## src/core/liu_alarm_regs.svh

```systemverilog
`ifndef LIU_ALARM_REGS_SVH
`define LIU_ALARM_REGS_SVH

// Register byte offsets on the AXI4-Lite bus
`define OFS_IRQ_EN        8'h00
`define OFS_LINE_STATUS   8'h04
`define OFS_IRQ_STATUS    8'h08
`define OFS_IRQ_CLEAR     8'h0c
`define OFS_LINE_CTRL     8'h10

// Field positions shared by status, irq status, clear and enable
`define BIT_DRIVE_MON     6
`define BIT_FIFO_LIM      5
`define BIT_CODE_VIOL     4
`define BIT_RESERVED      7

// Field position in the line control register
`define BIT_B8ZS_EN       0

// Reset values
`define RST_IRQ_EN        3'h0
`define RST_IRQ_STATUS    3'h0
`define RST_LINE_CTRL     1'h0

// Clock and line rates, and the bit period derived from them
`define CORE_CLK_KHZ      200000
`define LINE_RATE_KHZ     1544
`define BIT_PERIOD_CYC    (`CORE_CLK_KHZ / `LINE_RATE_KHZ)

// Alarm thresholds
`define DM_SILENT_BITS    128
`define FIFO_NEAR_BITS    3

// Jitter attenuator pointer width
`define JA_PTR_W          6

`endif

```

## src/core/liu_alarm_pkg.sv

```systemverilog
package liu_alarm_pkg;

    // AXI response codes used by the slave
    typedef enum logic [1:0] {
        RESP_OKAY   = 2'b00,
        RESP_SLVERR = 2'b10
    } axi_resp_t;

    // One byte of register data
    typedef logic [7:0] reg_byte_t;

endpackage

```

## src/core/status_change_detect.sv

```systemverilog
`timescale 1ns/1ps

// Flags a one-cycle change pulse for each bit whose level moved
module status_change_detect #(
    parameter int W = 1
) (
    // Clock and reset
    input  wire logic         core_clk,
    input  wire logic         sys_rst,
    // Watched levels and change pulses
    input  wire logic [W-1:0] level,
    output logic      [W-1:0] change
);

    logic [W-1:0] prev_ff;  // Level seen one cycle earlier

    // Remember the previous level; reset matches the status reset value
    always_ff @(posedge core_clk) begin
        if (sys_rst) begin
            prev_ff <= '0;
        end else begin
            prev_ff <= level;
        end
    end

    // Any difference from the last cycle is a transition
    assign change = level ^ prev_ff;

endmodule // status_change_detect

```

## src/core/liu_channel_alarm_status.sv

```systemverilog
// Notes on behaviour
// Alarm after 128 silent transmit bit periods
// Any transmit pulse clears alarm at once
// Bit 6 reads live drive monitor alarm
// Enabled drive monitor change raises interrupt
// Bit 5 set while pointers within three
// Enabled FIFO limit change raises interrupt
// Bit 4 shows violation or B8ZS zeros
// Enabled violation change raises interrupt
// Software uses bit 4 only framer bypassed
// Interrupt enables reset to zero
// Software selects single rail on both
// Changes found by previous-cycle compare; bit7 zero
`timescale 1ns/1ps
`include "liu_alarm_regs.svh"

module liu_channel_alarm_status (
    // Clock and reset
    input  wire logic                  core_clk,
    input  wire logic                  sys_rst,
    // AXI4-Lite write address channel
    input  wire logic [7:0]            awaddr,
    input  wire logic                  awvalid,
    output logic                       awready,
    // AXI4-Lite write data channel
    input  wire logic [31:0]           wdata,
    input  wire logic [3:0]            wstrb,
    input  wire logic                  wvalid,
    output logic                       wready,
    // AXI4-Lite write response channel
    output logic [1:0]                 bresp,
    output logic                       bvalid,
    input  wire logic                  bready,
    // AXI4-Lite read address channel
    input  wire logic [7:0]            araddr,
    input  wire logic                  arvalid,
    output logic                       arready,
    // AXI4-Lite read data channel
    output logic [31:0]                rdata,
    output logic [1:0]                 rresp,
    output logic                       rvalid,
    input  wire logic                  rready,
    // Transmit line output pair, from pins
    input  wire logic                  tx_line_positive,
    input  wire logic                  tx_line_negative,
    // Jitter attenuator pointers, same clock
    input  wire logic [`JA_PTR_W-1:0]  ja_wr_ptr,
    input  wire logic [`JA_PTR_W-1:0]  ja_rd_ptr,
    // Receiver code checks, same clock
    input  wire logic                  rx_code_violation,
    input  wire logic                  rx_excess_zeros,
    // Interrupt request
    output logic                       irq
);

    // Bit period count, cut to the divider width
    localparam logic [7:0] BIT_LAST = 8'(`BIT_PERIOD_CYC - 1);
    // Silent bit periods that declare the alarm
    localparam logic [7:0] DM_LIMIT = 8'(`DM_SILENT_BITS);
    // Pointer distance that counts as near
    localparam logic [`JA_PTR_W-1:0] NEAR_LIM =
        `JA_PTR_W'(`FIFO_NEAR_BITS);

    // Pin synchronisers
    logic        tx_pos_meta_ff;     // First stage, positive rail
    logic        tx_neg_meta_ff;     // First stage, negative rail
    logic        tx_pos_ff;          // Synchronised positive rail
    logic        tx_neg_ff;          // Synchronised negative rail
    logic        tx_activity;        // A pulse on either rail

    // Bit period divider and drive monitor
    logic [7:0]  bit_div_ff;         // Core cycles within a bit period
    logic        bit_tick;           // One pulse per line bit period
    logic [7:0]  silent_cnt_ff;      // Bit periods with no pulse
    logic        drive_monitor_alarm;
    logic        dm_alarm_ff;        // Drive monitor alarm state

    // FIFO limit and code violation levels
    logic [`JA_PTR_W-1:0] ptr_fwd;   // Write minus read
    logic [`JA_PTR_W-1:0] ptr_back;  // Read minus write
    logic        fifo_limit_flag;
    logic        fifo_lim_ff;        // Registered FIFO limit level
    logic        line_code_violation_flag;
    logic        lcv_ff;             // Registered violation level
    logic        b8zs_en_ff;         // Excess zeros count as violation

    // Interrupt state, bit 2 drive, 1 FIFO, 0 violation
    logic [2:0]  alarm_level;        // Live status levels
    logic [2:0]  alarm_change;       // Change pulses
    logic [2:0]  irq_status_ff;      // Sticky change bits
    logic [2:0]  irq_en_ff;          // Enables of the same layout
    logic [2:0]  irq_clear;          // Clear strobes from software
    logic        irq_ff;             // Registered interrupt line

    // Register images
    liu_alarm_pkg::reg_byte_t line_status;
    liu_alarm_pkg::reg_byte_t irq_status_byte;
    liu_alarm_pkg::reg_byte_t irq_en_byte;

    // Bus slave state
    logic        aw_held_ff;         // Write address captured
    logic [7:0]  aw_addr_ff;
    logic        w_held_ff;          // Write data captured
    logic [31:0] w_data_ff;
    logic [3:0]  w_strb_ff;
    logic        bvalid_ff;
    logic [1:0]  bresp_ff;
    logic        rvalid_ff;
    logic [31:0] rdata_ff;
    logic [1:0]  rresp_ff;
    logic        do_write;           // Both halves held, no response due
    logic        ar_take;            // Read address taken this cycle
    logic        wr_hit;             // Write address is mapped
    logic        wr_lane0;           // Low byte lane enabled

    // Two flip-flops on each transmit rail before any logic
    always_ff @(posedge core_clk) begin
        if (sys_rst) begin
            tx_pos_meta_ff <= 1'b0;
            tx_neg_meta_ff <= 1'b0;
            tx_pos_ff      <= 1'b0;
            tx_neg_ff      <= 1'b0;
        end else begin
            tx_pos_meta_ff <= tx_line_positive;
            tx_neg_meta_ff <= tx_line_negative;
            tx_pos_ff      <= tx_pos_meta_ff;
            tx_neg_ff      <= tx_neg_meta_ff;
        end
    end

    // A mark of either polarity is bipolar activity
    assign tx_activity = tx_pos_ff | tx_neg_ff;

    // Divider that marks each line bit period
    always_ff @(posedge core_clk) begin
        if (sys_rst) begin
            bit_div_ff <= 8'h00;
        end else if (bit_div_ff == BIT_LAST) begin
            bit_div_ff <= 8'h00;
        end else begin
            bit_div_ff <= bit_div_ff + 8'h01;
        end
    end

    assign bit_tick = (bit_div_ff == BIT_LAST);

    // Count silent bit periods; activity restarts the count
    always_ff @(posedge core_clk) begin
        if (sys_rst) begin
            silent_cnt_ff <= 8'h00;
        end else if (tx_activity) begin
            // Pulse seen, start over
            silent_cnt_ff <= 8'h00;
        end else if (bit_tick && (silent_cnt_ff != DM_LIMIT)) begin
            // One more silent period, saturating at the limit
            silent_cnt_ff <= silent_cnt_ff + 8'h01;
        end
    end

    // Declare at the limit, drop the moment a pulse shows
    always_ff @(posedge core_clk) begin
        if (sys_rst) begin
            dm_alarm_ff <= 1'b0;
        end else if (tx_activity) begin
            // No further bit periods are awaited
            dm_alarm_ff <= 1'b0;
        end else if (bit_tick && (silent_cnt_ff == DM_LIMIT - 8'h01)) begin
            // The limit-th silent period has just ended
            dm_alarm_ff <= 1'b1;
        end
    end

    assign drive_monitor_alarm = dm_alarm_ff;

    // Pointer distance in both directions, modulo the pointer range
    assign ptr_fwd  = ja_wr_ptr - ja_rd_ptr;
    assign ptr_back = ja_rd_ptr - ja_wr_ptr;

    // Near when either distance is within the limit
    always_ff @(posedge core_clk) begin
        if (sys_rst) begin
            fifo_lim_ff <= 1'b0;
        end else begin
            fifo_lim_ff <= (ptr_fwd <= NEAR_LIM) ||
                           (ptr_back <= NEAR_LIM);
        end
    end

    assign fifo_limit_flag = fifo_lim_ff;

    // Violation level, with excess zeros only in B8ZS mode
    always_ff @(posedge core_clk) begin
        if (sys_rst) begin
            lcv_ff <= 1'b0;
        end else begin
            lcv_ff <= rx_code_violation |
                      (b8zs_en_ff & rx_excess_zeros);
        end
    end

    assign line_code_violation_flag = lcv_ff;

    // Live status byte; reserved and low bits read zero
    always_comb begin
        line_status = 8'h00;
        line_status[`BIT_DRIVE_MON] = drive_monitor_alarm;
        line_status[`BIT_FIFO_LIM]  = fifo_limit_flag;
        line_status[`BIT_CODE_VIOL] = line_code_violation_flag;
    end

    // Gather the levels in interrupt order
    assign alarm_level = {drive_monitor_alarm, fifo_limit_flag,
                          line_code_violation_flag};

    // Transitions both ways on every status level
    status_change_detect #(
        .W      (3)
    ) u_change (
        .core_clk (core_clk),
        .sys_rst  (sys_rst),
        .level    (alarm_level),
        .change   (alarm_change)
    );

    // Clear strobes from the low lane of a clear write
    assign irq_clear = (do_write && wr_lane0 &&
                        (aw_addr_ff[7:2] == `OFS_IRQ_CLEAR >> 2)) ?
                       {w_data_ff[`BIT_DRIVE_MON],
                        w_data_ff[`BIT_FIFO_LIM],
                        w_data_ff[`BIT_CODE_VIOL]} : 3'h0;

    // Sticky change bits; a new change beats a clear
    always_ff @(posedge core_clk) begin
        if (sys_rst) begin
            irq_status_ff <= `RST_IRQ_STATUS;
        end else begin
            irq_status_ff <= (irq_status_ff & ~irq_clear) |
                             alarm_change;
        end
    end

    // Interrupt line high while an enabled sticky bit stands
    always_ff @(posedge core_clk) begin
        if (sys_rst) begin
            irq_ff <= 1'b0;
        end else begin
            irq_ff <= |(irq_status_ff & irq_en_ff);
        end
    end

    assign irq = irq_ff;

    // Register images for reads
    always_comb begin
        irq_status_byte = 8'h00;
        irq_status_byte[`BIT_DRIVE_MON] = irq_status_ff[2];
        irq_status_byte[`BIT_FIFO_LIM]  = irq_status_ff[1];
        irq_status_byte[`BIT_CODE_VIOL] = irq_status_ff[0];
        irq_en_byte = 8'h00;
        irq_en_byte[`BIT_DRIVE_MON] = irq_en_ff[2];
        irq_en_byte[`BIT_FIFO_LIM]  = irq_en_ff[1];
        irq_en_byte[`BIT_CODE_VIOL] = irq_en_ff[0];
    end

    // Write side handshakes: one write at a time
    assign awready  = !aw_held_ff && !bvalid_ff;
    assign wready   = !w_held_ff && !bvalid_ff;
    assign do_write = aw_held_ff && w_held_ff && !bvalid_ff;
    assign wr_lane0 = w_strb_ff[0];

    // Mapped write targets
    assign wr_hit = (aw_addr_ff[7:2] == `OFS_IRQ_EN >> 2)      ||
                    (aw_addr_ff[7:2] == `OFS_LINE_STATUS >> 2) ||
                    (aw_addr_ff[7:2] == `OFS_IRQ_STATUS >> 2)  ||
                    (aw_addr_ff[7:2] == `OFS_IRQ_CLEAR >> 2)   ||
                    (aw_addr_ff[7:2] == `OFS_LINE_CTRL >> 2);

    // Capture the write address when offered
    always_ff @(posedge core_clk) begin
        if (sys_rst) begin
            aw_held_ff <= 1'b0;
            aw_addr_ff <= 8'h00;
        end else if (awvalid && awready) begin
            aw_held_ff <= 1'b1;
            aw_addr_ff <= awaddr;
        end else if (do_write) begin
            aw_held_ff <= 1'b0;
        end
    end

    // Capture the write data when offered
    always_ff @(posedge core_clk) begin
        if (sys_rst) begin
            w_held_ff <= 1'b0;
            w_data_ff <= 32'h0000_0000;
            w_strb_ff <= 4'h0;
        end else if (wvalid && wready) begin
            w_held_ff <= 1'b1;
            w_data_ff <= wdata;
            w_strb_ff <= wstrb;
        end else if (do_write) begin
            w_held_ff <= 1'b0;
        end
    end

    // Write response, held until the master takes it
    always_ff @(posedge core_clk) begin
        if (sys_rst) begin
            bvalid_ff <= 1'b0;
            bresp_ff  <= liu_alarm_pkg::RESP_OKAY;
        end else if (do_write) begin
            bvalid_ff <= 1'b1;
            // Unmapped addresses answer with an error
            bresp_ff  <= wr_hit ? liu_alarm_pkg::RESP_OKAY
                                : liu_alarm_pkg::RESP_SLVERR;
        end else if (bvalid_ff && bready) begin
            bvalid_ff <= 1'b0;
        end
    end

    // Interrupt enables, off until software sets them
    always_ff @(posedge core_clk) begin
        if (sys_rst) begin
            irq_en_ff <= `RST_IRQ_EN;
        end else if (do_write && wr_lane0 &&
                     (aw_addr_ff[7:2] == `OFS_IRQ_EN >> 2)) begin
            irq_en_ff <= {w_data_ff[`BIT_DRIVE_MON],
                          w_data_ff[`BIT_FIFO_LIM],
                          w_data_ff[`BIT_CODE_VIOL]};
        end
    end

    // Line control: B8ZS selection for excess zeros
    always_ff @(posedge core_clk) begin
        if (sys_rst) begin
            b8zs_en_ff <= `RST_LINE_CTRL;
        end else if (do_write && wr_lane0 &&
                     (aw_addr_ff[7:2] == `OFS_LINE_CTRL >> 2)) begin
            b8zs_en_ff <= w_data_ff[`BIT_B8ZS_EN];
        end
    end

    // Read side: one read at a time
    assign arready = !rvalid_ff;
    assign ar_take = arvalid && arready;

    // Read data and response, held until the master takes them
    always_ff @(posedge core_clk) begin
        if (sys_rst) begin
            rvalid_ff <= 1'b0;
            rdata_ff  <= 32'h0000_0000;
            rresp_ff  <= liu_alarm_pkg::RESP_OKAY;
        end else if (ar_take) begin
            rvalid_ff <= 1'b1;
            rresp_ff  <= liu_alarm_pkg::RESP_OKAY;
            case (araddr[7:2])
                // Enable register
                `OFS_IRQ_EN >> 2: begin
                    rdata_ff <= {24'h00_0000, irq_en_byte};
                end
                // Live alarm status, read only
                `OFS_LINE_STATUS >> 2: begin
                    rdata_ff <= {24'h00_0000, line_status};
                end
                // Sticky change bits
                `OFS_IRQ_STATUS >> 2: begin
                    rdata_ff <= {24'h00_0000, irq_status_byte};
                end
                // Write-only clear reads zero
                `OFS_IRQ_CLEAR >> 2: begin
                    rdata_ff <= 32'h0000_0000;
                end
                // Line control
                `OFS_LINE_CTRL >> 2: begin
                    rdata_ff <= {31'h0000_0000, b8zs_en_ff};
                end
                // Unmapped address
                default: begin
                    rdata_ff <= 32'h0000_0000;
                    rresp_ff <= liu_alarm_pkg::RESP_SLVERR;
                end
            endcase
        end else if (rvalid_ff && rready) begin
            rvalid_ff <= 1'b0;
        end
    end

    // Bus outputs from their flip-flops
    assign bvalid = bvalid_ff;
    assign bresp  = bresp_ff;
    assign rvalid = rvalid_ff;
    assign rdata  = rdata_ff;
    assign rresp  = rresp_ff;

endmodule // liu_channel_alarm_status

```

## config.mk

```make
export PLATFORM = sky130hd
export DESIGN_NAME = liu_channel_alarm_status
export DESIGN_NICKNAME = d
export VERILOG_FILES = /design/src/core/liu_alarm_pkg.sv /design/src/core/status_change_detect.sv /design/src/core/liu_channel_alarm_status.sv
export VERILOG_INCLUDE_DIRS = /design/src /design/src/core
export SDC_FILE = /design/constraint.sdc
export NUM_CORES = 1
export LEC_CHECK = 0
export ABC_CLOCK_PERIOD_IN_PS = 2400
export BUFFER_PORTS_ARGS = -buffer_cell sky130_fd_sc_hd__clkbuf_2
export CAP_MARGIN = 20
export CORE_ASPECT_RATIO = 0.9
export CORE_UTILIZATION = 50
export CTS_BUF_LIST = sky130_fd_sc_hd__clkbuf_8
export DETAILED_ROUTE_END_ITERATION = 10
export GPL_ROUTABILITY_DRIVEN = 0
export PLACE_DENSITY = 0.87
export SYNTH_ARGS = -nofsm -noshare
export SYNTH_HDL_FRONTEND = slang
export SYNTH_SLANG_ARGS = --single-unit
```

## constraint.sdc

```tcl
create_clock -name core_clk -period 2.4 [get_ports core_clk]
set_input_delay 0.72 -clock core_clk [delete_from_list [all_inputs] [get_ports core_clk]]
set_output_delay 0.72 -clock core_clk [all_outputs]
set_load 0.03 [all_outputs]
```

==> parameters.txt, run 1 <==
Parameter                              Value

Global route
  Global-route usage over all layers ... 0.172
  Initial antenna violation count ... 0
  Global-route wire length before repair ... 7.80 mm
  Total gr overflow ... 0
  Via count of the first global-routing pass ... approximately 1900
  Largest net degree at the start of global routing ... 34

STA
  Final count of hold timing violations ... 0
  Final setup violation count ... 0
  Final-layout worst hold slack ... around 0.44 ns
  Top achievable clock speed ... roughly 520 MHz
  Count of final max-slew check failures ... 0
  Post-route clock period utilization ... 0.798
  Setup total negative slack ... 0 ns
  Time the final worst path needs with I/O delays and setup ... 1.91 ns
  Worst setup skew after layout ... 0.0113 ns
  Unrepaired setup endpoints after global routing ... false

Yosys
  Cell count after synthesis ... ~340
  Primary FF master, synth ... sky130_fd_sc_hd__dfxtp_1
  Cell accounting for the most synthesized area ... sky130_fd_sc_hd__dfxtp_1
  Average cell area after synthesis ... about 8.6 um2
  Number of warnings printed during yosys synthesis ... 0
  Total of flip-flops plus latches after synthesis ... between 50 and 60
  Cell area after synthesis ... around 2900 um2
  Sequential element share of the synthesized area ... 0.382
  Most frequent cells after synthesis ... 61 x sky130_fd_sc_hd__nor2_1, 55 x sky130_fd_sc_hd__dfxtp_1, 30 x sky130_fd_sc_hd__buf_4, 22 x sky130_fd_sc_hd__inv_1, 20 x sky130_fd_sc_hd__a21oi_1
  Most area-consuming cells after synthesis ... sky130_fd_sc_hd__dfxtp_1 38%, sky130_fd_sc_hd__nor2_1 7.9%, sky130_fd_sc_hd__buf_4 7.8%
  Fraction of synthesized cell area taken by the top area cell type ... 0.382
  Post-synth EDFFs ... 0
  Async set or reset register ratio after synthesis ... 0
  Library cells used by synthesis ... 47
  Most instantiated library cell after synthesis ... sky130_fd_sc_hd__nor2_1

Cells and area
  Non-filler instance count after layout ... 450
  Layout Utilization ... 0.587
  # nets final ... about 470
  P&R area growth vs syn ... 10.1%
  ANT cells ... 0
  Share of layout cells above drive strength 1 ... 0.172

Clock network
  Clk Tree Root Cell ... sky130_fd_sc_hd__clkbuf_8
  Hold bufs inserted after CTS ... 0
  Post CTS Setup Buffer Count ... 0
  Number of buffers created by CTS ... 5
  Count of instances resized after the clock tree is built ... 0
  H-tree depth ... 2
  Clock latency of the later-clocked register in the worst-skew pair ... 0.32 ns
  CTS Sinks ... 55
  Clock transition at path regs ... roughly 0.09 ns
  CTS tree ... yes
  Number of buffers between clock root and the deepest sink ... 2

Routing
  Total number of vias ... 2188
  1st-pass router iterations ... 4
  Total DRC errors in the routed layout ... 0
  Wire per inst ... between 10 and 15 um
  First DRT Iteration DRCs ... 100
  Wire length after detailed routing ... slightly below 5 mm
  Post-route ant nets ... 0
  Via density per instance ... 4.86

Placed design
  Cells after DPL ... ~440
  Post-DP HPWL ... approximately 3.8 mm
  Number of buffer cells added on primary ports ... between 50 and 60

Flow run
  Number of maximum-capacitance violations ... 0

Worst setup path
  Buffers and inverters on the worst path ... 2
  Worst Setup Start Kind ... primary input
  Critical path arrival ... 2.17 ns
  Slowest Stage Delay on Critical Path ... between 0.4 and 0.5 ns
  WS Path Type ... primary input to flop
  Critical path, cell by cell ... clkbuf_2, inv_1, ha_1, a21o_1, a211oi_1, o21ai_1, a21oi_1, a32o_1
  Critical path capture point type ... flop
  Data required time of the critical path ... approximately 2.7 ns
  Max Fanout on Critical Path ... 11
  Slowest library cell on the worst path ... sky130_fd_sc_hd__ha_1
  Kind of cell adding the most delay to the critical path ... compound AO/OA/AOI/OAI gates

Die
  Die Span X ... 82.1 um
  Full die area ... about 6100 um2
  Std-Cell Core Area ... roughly 5400 um2
  I/O pin count ... around 120
  Height of the die ... roughly 74 um
  Row cnt ... 25
  Effective utilization at floorplan ... 0.533

Power and ir drop
  Leak pwr ... between 1 and 1.5 nW
  Worst voltage drop across the vdd grid ... 0.487 mV
  Pwr per Cell Area ... ~600 nW/um2
  Overall power after layout ... between 1.5 and 2 mW

Outcome
  Run status ... completed

Hold path
  Worst hold-check path type ... flop to flop
final timing paths:
kind / startpoint / cells past startpoint / to / slack, ns
setup / recovery: ja_wr_ptr[4] / 8 / fifo_lim_ff$_SDFF_PP0_ / 0.49
setup reg to reg: bvalid$_SDFFE_PP0P_ / 5 / irq_en_ff[0]$_SDFFE_PP0P_ / 0.81
hold reg to reg: tx_pos_meta_ff$_SDFF_PP0_ / 1 / tx_pos_ff$_SDFF_PP0_ / 0.44
hold / removal: tx_pos_meta_ff$_SDFF_PP0_ / 1 / tx_pos_ff$_SDFF_PP0_ / 0.44
kinds of logic after synthesis:
family | Yosys count | synth area share
other | 1 | 0.00130
multiplexers | 19 | 0.0664
XOR/XNOR | 17 | 0.0542
flip-flops | 55 | 0.382
buffers and inverters | 65 | 0.125
adder cells (fa/ha/maj) | 16 | 0.0746
AND/OR/NAND/NOR | 116 | 0.196
AO/OA/AOI/OAI | 47 | 0.101
cell usage in the layout, fill, tap and decap left out, drive strengths merged, types with 3 or more instances in the layout:
cell type | synthesis | final
and3 | 4 | 4
xnor2 | 6 | 6
mux2i | 18 | 18
nor2b | 7 | 7
nor2 | 62 | 62
a21oi | 20 | 20
a211oi | 4 | 4
nand2 | 12 | 12
conb | 1 | 30
a22oi | 3 | 3
ha | 14 | 14
xor2 | 11 | 11
nand3 | 6 | 6
dfxtp | 55 | 55
nand4 | 5 | 5
nor3 | 7 | 7
inv | 23 | 25
clkbuf | 7 | 56
o21ai | 11 | 11
area by class of cell:
class | instances | area (um2)
Fill cell | 494 | 2240
Multi-Input combinational cell | 245 | 1530
Sequential cell | 55 | 1100
Timing Repair Buffer | 52 | 263
Inverter | 23 | 86.3
Tap cell | 67 | 83.8
Clock buffer | 5 | 68.8
Clock inverter | 3 | 42.5
registers in the layout, indices dropped and copies added (netlist names), 3 cells and up:
| name | count |
|---|---|
| u_change.prev_ff | 3 |
| bit_div_ff | 8 |
| silent_cnt_ff | 8 |
| irq_en_ff | 3 |
| irq_status_ff | 3 |
| aw_addr_ff | 6 |
| rdata | 4 |
| w_data_ff | 4 |
per-stage QoR:
step	worst slack, ns	cell area, um2
3_5_place_dp	0.183	3060
3_3_place_gp	0.228	3060
5_1_grt	0.383	3180
4_1_cts	0.515	3180
6_report	0.485	3180
2_1_floorplan	0.313	2990
per-layer routing:
metal / up-vias / routed length [um] / part of all wire / global-route usage
met5: - / 0 / 0 / 0
li1: 1142 / - / - / -
met2: 62 / 2470 / 0.50 / 0.304
met4: 0 / 63 / 0.013 / 0.0585
met3: 6 / 257 / 0.052 / 0.0552
met1: 978 / 2140 / 0.43 / 0.194
report_power, final:
group | internal [mW] | switching [mW] | total [mW]
clock network | 0.311 | 0.305 | 0.617
logic | 0.111 | 0.209 | 0.320
registers | 0.948 | 0.0262 | 0.974
Note: power is estimated with default switching activity, not from simulation.
==> inputs of run 2 (changes only) <==
- ABC_CLOCK_PERIOD_IN_PS: 2400 -> 1650
- CORE_UTILIZATION: 50 -> 45
- PLACE_DENSITY: 0.87 -> 0.83
- clock period: 2.4 -> 1.65 ns (I/O delays scaled with it)
==> run 2 against run 1 <==
  * Via count grew 3.2%
  * Sequential share of layout area shrank 1.4 points
  * Combinational power grew 57%
  * Routed wire length grew 2.4%
  * Clock-buffer cell count is the same
  * Setup slack lost 0.44 ns
  * Global-route usage shrank 1.7 points
  * Hold slack lost 0.095 ns
  * Die area grew 11%
  * Highest routed layer unchanged
==> parameters.txt, run 2 (same netlist as run 1, synthesis figures left out) <==
Parameter                              Value

Outcome
  Run status ... completed

Die
  Row cnt ... 27
  Std-Cell Core Area ... around 6100 um2
  Die Span X ... around 86 um
  I/O pin count ... ~120
  Height of the die ... 77.9 um
  Effective utilization at floorplan ... 0.469
  Full die area ... 6730 um2

Clock network
  Clk Tree Root Cell ... sky130_fd_sc_hd__clkbuf_8
  H-tree depth ... 2
  CTS Sinks ... between 50 and 60
  Number of buffers created by CTS ... 5
  Clock latency of the later-clocked register in the worst-skew pair ... ~0.31 ns
  Clock transition at path regs ... 0.10 ns
  Hold bufs inserted after CTS ... 0
  Number of buffers between clock root and the deepest sink ... 2
  CTS tree ... yes

Global route
  Global-route usage over all layers ... 0.154
  Via count of the first global-routing pass ... 2042
  Largest net degree at the start of global routing ... 24
  Global-route wire length before repair ... approximately 8.4 mm
  Initial antenna violation count ... 0
  Total gr overflow ... 0

Routing
  Wire length after detailed routing ... between 5 and 6 mm
  Wire per inst ... ~10 um
  Total number of vias ... roughly 2300
  Post-route ant nets ... 0
  Total DRC errors in the routed layout ... 0
  1st-pass router iterations ... 4
  Via density per instance ... about 4.7
  First DRT Iteration DRCs ... 73

STA
  Final count of hold timing violations ... 0
  Final setup slack of the worst path ... roughly 0.05 ns
  Time the final worst path needs with I/O delays and setup ... around 1.6 ns
  Post-route clock period utilization ... 0.970
  Final setup violation count ... 0
  Unrepaired setup endpoints after global routing ... false
  Count of final max-slew check failures ... 0
  Top achievable clock speed ... roughly 630 MHz
  Worst setup skew after layout ... just under 0.005 ns

Cells and area
  Registers with the highest flip-flop counts ... bit_div_ff (8), silent_cnt_ff (8), aw_addr_ff (6)
  Commonest non-fill, non-tap cells in the layout ... 59 x sky130_fd_sc_hd__nor2_1, 54 x sky130_fd_sc_hd__dfxtp_1, 50 x sky130_fd_sc_hd__clkbuf_2, 30 x sky130_fd_sc_hd__conb_1, 22 x sky130_fd_sc_hd__inv_1
  Share of layout cells above drive strength 1 ... 0.224
  Commonest non-fill, non-tap cell in the layout ... sky130_fd_sc_hd__nor2_1
  Number of filler instances in the final layout ... between 500 and 600
  # nets final ... roughly 500
  Layout Utilization ... 0.539
  P&R area growth vs syn ... 15.0%
  ANT cells ... 0

Worst setup path
  Critical path arrival ... 1.10 ns
  Max Fanout on Critical Path ... 6
  Worst Setup Start Kind ... flop
  WS Path Type ... flop to output pin
  Data required time of the critical path ... about 1.2 ns
  Critical path capture point type ... output pin

Hold path
  Worst hold-check path type ... primary input to flop

Power and ir drop
  Flop pwr share ... 0.524
  Pwr per Cell Area ... 816 nW/um2
  Net switching fraction of the power ... 0.304
  Portion of total power attributed to the clock network ... 0.290
  P_sw ... 824 uW
  Internal power ... around 1.9 mW
  Leak pwr ... 1.54 nW
  Worst voltage drop across the vdd grid ... between 0.4 and 0.5 mV
  Power share of the combinational group ... 0.186

Placed design
  Post-DP HPWL ... 3.85 mm
  Number of buffer cells added on primary ports ... 51
  Pre-CTS WS ... -0.273 ns

Flow run
  Number of maximum-capacitance violations ... 0
[run 2: cell types whose count changed in the layout (fill, tap and decap cells not counted), sizes merged]
cell      delta
clkbuf       -1
bufinv       -1
clkinvlp     +1
buf         +15
[run 2: layout make-up]
class / count / area (um2) / area share
clock buffer: 5 / 68.8 / 0.0208
clock inverter: 3 / 27.5 / 0.00830
inverter: 23 / 86.3 / 0.0260
multi-input combinational: 245 / 1550 / 0.469
sequential: 55 / 1100 / 0.332
tap: 87 / 109 / 0.0328
timing repair buffer: 66 / 368 / 0.111
[run 2: stage by stage]
stage | hold WS (ns) | instances | instance area, um2 | TNS, ns | power, mW
global placement | 0.416 | 475 | 3190 | -0.266 | 1.93
detailed placement | 0.426 | 475 | 3190 | -0.273 | 1.95
CTS | 0.344 | 483 | 3290 | 0 | 2.74
finish | 0.350 | 484 | 3320 | 0 | 2.71
floorplan | 0.414 | 365 | 3010 | -0.116 | 1.86
global route | 0.354 | 484 | 3320 | 0 | 2.85
[run 2: what timing repair did]
action	CTS	global route
setup buffers	0	1
setup endpoints to repair	0	4
resized for setup	0	8
[run 2: path summary, 6_finish.rpt]
path	startpoint	end	slack, ns	depth (start not counted)
max	bvalid$_SDFFE_PP0P_	wready	0.05	3
min	rready	rvalid$_SDFFE_PP0P_	0.35	2
max reg2reg	silent_cnt_ff[0]$_SDFFE_PP0P_	silent_cnt_ff[2]$_SDFFE_PP0P_	0.11	8
min reg2reg	tx_neg_meta_ff$_SDFF_PP0_	tx_neg_ff$_SDFF_PP0_	0.44	1
[run 2: metal layers]
| layer | up-vias | part of all wire | global-route usage |
|---|---|---|---|
| met3 | 7 | 0.044 | 0.0287 |
| li1 | 1177 | - | - |
| met1 | 1013 | 0.46 | 0.186 |
| met4 | 0 | 0.012 | 0.0500 |
| met5 | - | 0 | 0 |
| met2 | 60 | 0.48 | 0.275 |
[run 2: power by group through the flow]
| stage | combinational [mW] | clock, mW | sequential (mW) |
|---|---|---|---|
| 2_1_floorplan | 0.409 | 0 | 1.45 |
| 3_3_place_gp | 0.481 | 0 | 1.45 |
| 3_5_place_dp | 0.497 | 0 | 1.45 |
| 4_1_cts | 0.499 | 0.819 | 1.42 |
| 5_1_grt | 0.557 | 0.871 | 1.43 |
| 6_report | 0.504 | 0.786 | 1.42 |
[run 2: worst max-delay path: stages, from the launching register on]
cell                       delay (ns)
sky130_fd_sc_hd__dfxtp_1         0.32
sky130_fd_sc_hd__buf_4           0.15
sky130_fd_sc_hd__nor2_2          0.11
sky130_fd_sc_hd__clkbuf_2        0.21
==> inputs of run 3 (changes only) <==
- ABC_AREA: default -> 1
- CELL_PAD_IN_SITES_DETAIL_PLACEMENT: default -> 1
- CELL_PAD_IN_SITES_GLOBAL_PLACEMENT: default -> 2
- CORE_UTILIZATION: 45 -> 24
- PLACE_DENSITY: 0.83 -> 0.82
==> run 3 against run 2 <==
  * Clock power increased by 32%
  * Synthesized area up 7.8%
  * Die area increased by 99%
  * Highest routed layer unchanged
  * Critical path type is now primary input to flop
  * Clock skew increased by 0.0021 ns
  * Largest power group unchanged
  * Power increased by 13%
  * Routed wire length increased by 39%
  * Hold slack improved by 0.024 ns
  * Final cell count is 36% higher
  * Critical path depth grew 9
==> parameters.txt, run 3 <==
Parameter                              Value

Cells and area
  # nets final ... around 580
  Layout Utilization ... 0.291
  Commonest non-fill, non-tap cell in the layout ... sky130_fd_sc_hd__nand2_1
  Share of layout cells above drive strength 1 ... 0.213
  Number of filler instances in the final layout ... 1579
  ANT cells ... 0
  Registers with the highest flip-flop counts ... bit_div_ff (8), silent_cnt_ff (8), aw_addr_ff (6)
  P&R area growth vs syn ... 18.4%
  Commonest non-fill, non-tap cells in the layout ... 73 x sky130_fd_sc_hd__nand2_1, 60 x sky130_fd_sc_hd__nor2_1, 55 x sky130_fd_sc_hd__inv_1, 55 x sky130_fd_sc_hd__dfxtp_1, 50 x sky130_fd_sc_hd__clkbuf_2
  Post-route design area ... 3680 um2

Die
  Effective utilization at floorplan ... 0.246
  Std-Cell Core Area ... 12600 um2
  I/O pin count ... 117
  Die Span X ... 122 um
  Full die area ... ~13000 um2
  Height of the die ... between 100 and 150 um
  Row cnt ... 39

Yosys
  Most frequent cells after synthesis ... 73 x sky130_fd_sc_hd__nand2_1, 60 x sky130_fd_sc_hd__nor2_1, 57 x sky130_fd_sc_hd__inv_1, 55 x sky130_fd_sc_hd__dfxtp_1, 30 x sky130_fd_sc_hd__buf_4
  Fraction of synthesized cell area taken by the top area cell type ... 0.354
  Cell count after synthesis ... approximately 430
  Async set or reset register ratio after synthesis ... 0
  Cell accounting for the most synthesized area ... sky130_fd_sc_hd__dfxtp_1
  Most area-consuming cells after synthesis ... sky130_fd_sc_hd__dfxtp_1 35%, sky130_fd_sc_hd__nand2_1 8.8%, sky130_fd_sc_hd__buf_4 7.2%
  Total of flip-flops plus latches after synthesis ... between 50 and 60
  Most instantiated library cell after synthesis ... sky130_fd_sc_hd__nand2_1
  Library cells used by synthesis ... 35
  Number of warnings printed during yosys synthesis ... 0
  Post-synth EDFFs ... 0
  Cell area after synthesis ... 3110 um2
  Primary FF master, synth ... sky130_fd_sc_hd__dfxtp_1
  Average cell area after synthesis ... around 7.2 um2
  Sequential element share of the synthesized area ... 0.354

Power and ir drop
  Worst voltage drop across the vdd grid ... 0.298 mV
  Pwr per Cell Area ... 830 nW/um2
  Leak pwr ... between 1.5 and 2 nW

Clock network
  Number of buffers between clock root and the deepest sink ... 2
  Clock transition at path regs ... around 0.10 ns
  Number of buffers created by CTS ... 5
  Hold bufs inserted after CTS ... 0
  CTS Sinks ... 55
  Clock latency of the later-clocked register in the worst-skew pair ... around 0.3 ns
  CTS tree ... yes
  Clk Tree Root Cell ... sky130_fd_sc_hd__clkbuf_8
  H-tree depth ... 2

Global route
  GR Util met2 ... 0.206
  Global-route usage over all layers ... 0.108
  Via count of the first global-routing pass ... between 2000 and 3000
  Initial antenna violation count ... 0
  Met3 track demand over resource in global routing ... 0.0150
  Total gr overflow ... 0
  Most used routing layer in global routing ... met2
  Global-route met1 utilization ... 0.127
  Global-route wire length before repair ... 11.8 mm
  Largest net degree at the start of global routing ... 17

STA
  Worst setup skew after layout ... approximately 0.007 ns
  Time the final worst path needs with I/O delays and setup ... between 1.5 and 2 ns
  Count of final max-slew check failures ... 0
  Final setup slack of the worst path ... 0.0864 ns
  Post-route clock period utilization ... 0.948
  Final count of hold timing violations ... 0
  Unrepaired setup endpoints after global routing ... false
  Final-layout worst hold slack ... around 0.37 ns
  Top achievable clock speed ... ~640 MHz
  Final setup violation count ... 0
  Setup total negative slack ... 0 ns

Routing
  Via density per instance ... 4.15
  Post-route ant nets ... 0
  Wire per inst ... ~11 um
  1st-pass router iterations ... 4
  Total DRC errors in the routed layout ... 0
  Total number of vias ... about 2700
  First DRT Iteration DRCs ... 52
  Wire length after detailed routing ... 7.02 mm

Worst setup path
  Startpoint of the worst setup timing path ... ja_rd_ptr[0]
  Critical path arrival ... 1.81 ns
  WS Path Type ... primary input to flop
  Max Fanout on Critical Path ... 3
  Startpoint of the worst register-to-register path ... silent_cnt_ff[0]$_SDFFE_PP0P_
  Minimum setup slack among reg-to-reg paths ... 0.22 ns
  Worst Setup EP ... fifo_lim_ff$_SDFF_PP0_
  Data required time of the critical path ... 1.90 ns
  Worst Setup Start Kind ... primary input
  Critical path capture point type ... flop
  End of the worst register-to-register path ... silent_cnt_ff[2]$_SDFFE_PP0P_
  Number of cells traversed by the worst register-to-register path ... 9

Flow run
  Number of maximum-capacitance violations ... 0

Placed design
  Post-DP HPWL ... between 5 and 6 mm
  Pre-CTS WS ... -0.267 ns
  Number of buffer cells added on primary ports ... 51
  Area after DPL ... approximately 3500 um2

Hold path
  Worst hold-check path type ... primary input to flop

Outcome
  Run status ... completed
## run 3: changes by cell type after synthesis, sizes merged, moves of 10 or more
cell	before	now
inv	23	63
a21oi	20	30
nand2	12	76
o21ai	11	23
nand3	6	28
mux2i	18	0
## run 3: area by class of cell
type                    instances  area (um2)  area share
clock inverters                 3        63.8      0.0173
flip-flops and latches         55        1100       0.299
clock buffers                   5        68.8      0.0187
repair buffers                 61         345      0.0938
inverters                      64         240      0.0653
multi-input cells             305        1660       0.450
well taps                     164         205      0.0558
## run 3: kinds of logic (layout without fill, tap and decap cells)
| group | count (synthesis) | after routing | synth area share |
|---|---|---|---|
| buf+inv | 100 | 133 | 0.161 |
| fa+ha+maj | 16 | 16 | 0.0692 |
| other cells | 1 | 30 | 0.00121 |
| compound gates | 55 | 55 | 0.0966 |
| xor+xnor | 9 | 9 | 0.0254 |
| flops | 55 | 55 | 0.354 |
| simple gates | 195 | 195 | 0.292 |
## run 3: routing by layer
metal | vias up | wire [um]
met3 | 4 | 250
met2 | 49 | 3530
met4 | 0 | 60
li1 | 1419 | -
met5 | - | 0
met1 | 1257 | 3180
## run 3: per-stage QoR
step / std cells / total power [mW]
2_1_floorplan: 460 / 1.92
3_3_place_gp: 649 / 2.02
3_5_place_dp: 649 / 2.04
4_1_cts: 657 / 3.09
5_1_grt: 657 / 3.21
6_report: 657 / 3.05
## run 3: report_power, final
| part | internal (mW) | leakage [nW] | total, mW | switching (mW) |
|---|---|---|---|---|
| Combinational | 0.193 | 1.22 | 0.576 | 0.383 |
| Sequential | 1.39 | 0.449 | 1.44 | 0.0483 |
| Clock | 0.601 | 0.0695 | 1.04 | 0.439 |
| Total | 2.18 | 1.73 | 3.05 | 0.870 |
## run 3: what timing repair did
action,in CTS,in global routing
endpoints found under the setup margin,0,1
buffers inserted,0,0
resized for setup,0,10
## run 3: critical path: stages
cell and delay, ns:
sky130_fd_sc_hd__buf_4 0.13, sky130_fd_sc_hd__inv_2 0.06, sky130_fd_sc_hd__ha_4 0.12, sky130_fd_sc_hd__inv_2 0.04, sky130_fd_sc_hd__fa_2 0.39, sky130_fd_sc_hd__nand2_1 0.08, sky130_fd_sc_hd__nand2_1 0.05, sky130_fd_sc_hd__nand3_1 0.06
sky130_fd_sc_hd__nand3_1 0.08, sky130_fd_sc_hd__nor2_1 0.12, sky130_fd_sc_hd__nand2_1 0.07, sky130_fd_sc_hd__a21oi_2 0.12
## run 3: how the worst min path moves through the flow
stage | startpoint | end | depth (start not counted)
2_1_floorplan | tx_neg_meta_ff$_SDFF_PP0_ | tx_neg_ff$_SDFF_PP0_ | 2
3_3_place_gp | tx_pos_meta_ff$_SDFF_PP0_ | tx_pos_ff$_SDFF_PP0_ | 2
3_5_place_dp | tx_pos_meta_ff$_SDFF_PP0_ | tx_pos_ff$_SDFF_PP0_ | 2
4_1_cts | tx_line_negative | tx_neg_meta_ff$_SDFF_PP0_ | 3
5_1_grt | tx_line_negative | tx_neg_meta_ff$_SDFF_PP0_ | 3
6_report | tx_line_negative | tx_neg_meta_ff$_SDFF_PP0_ | 3
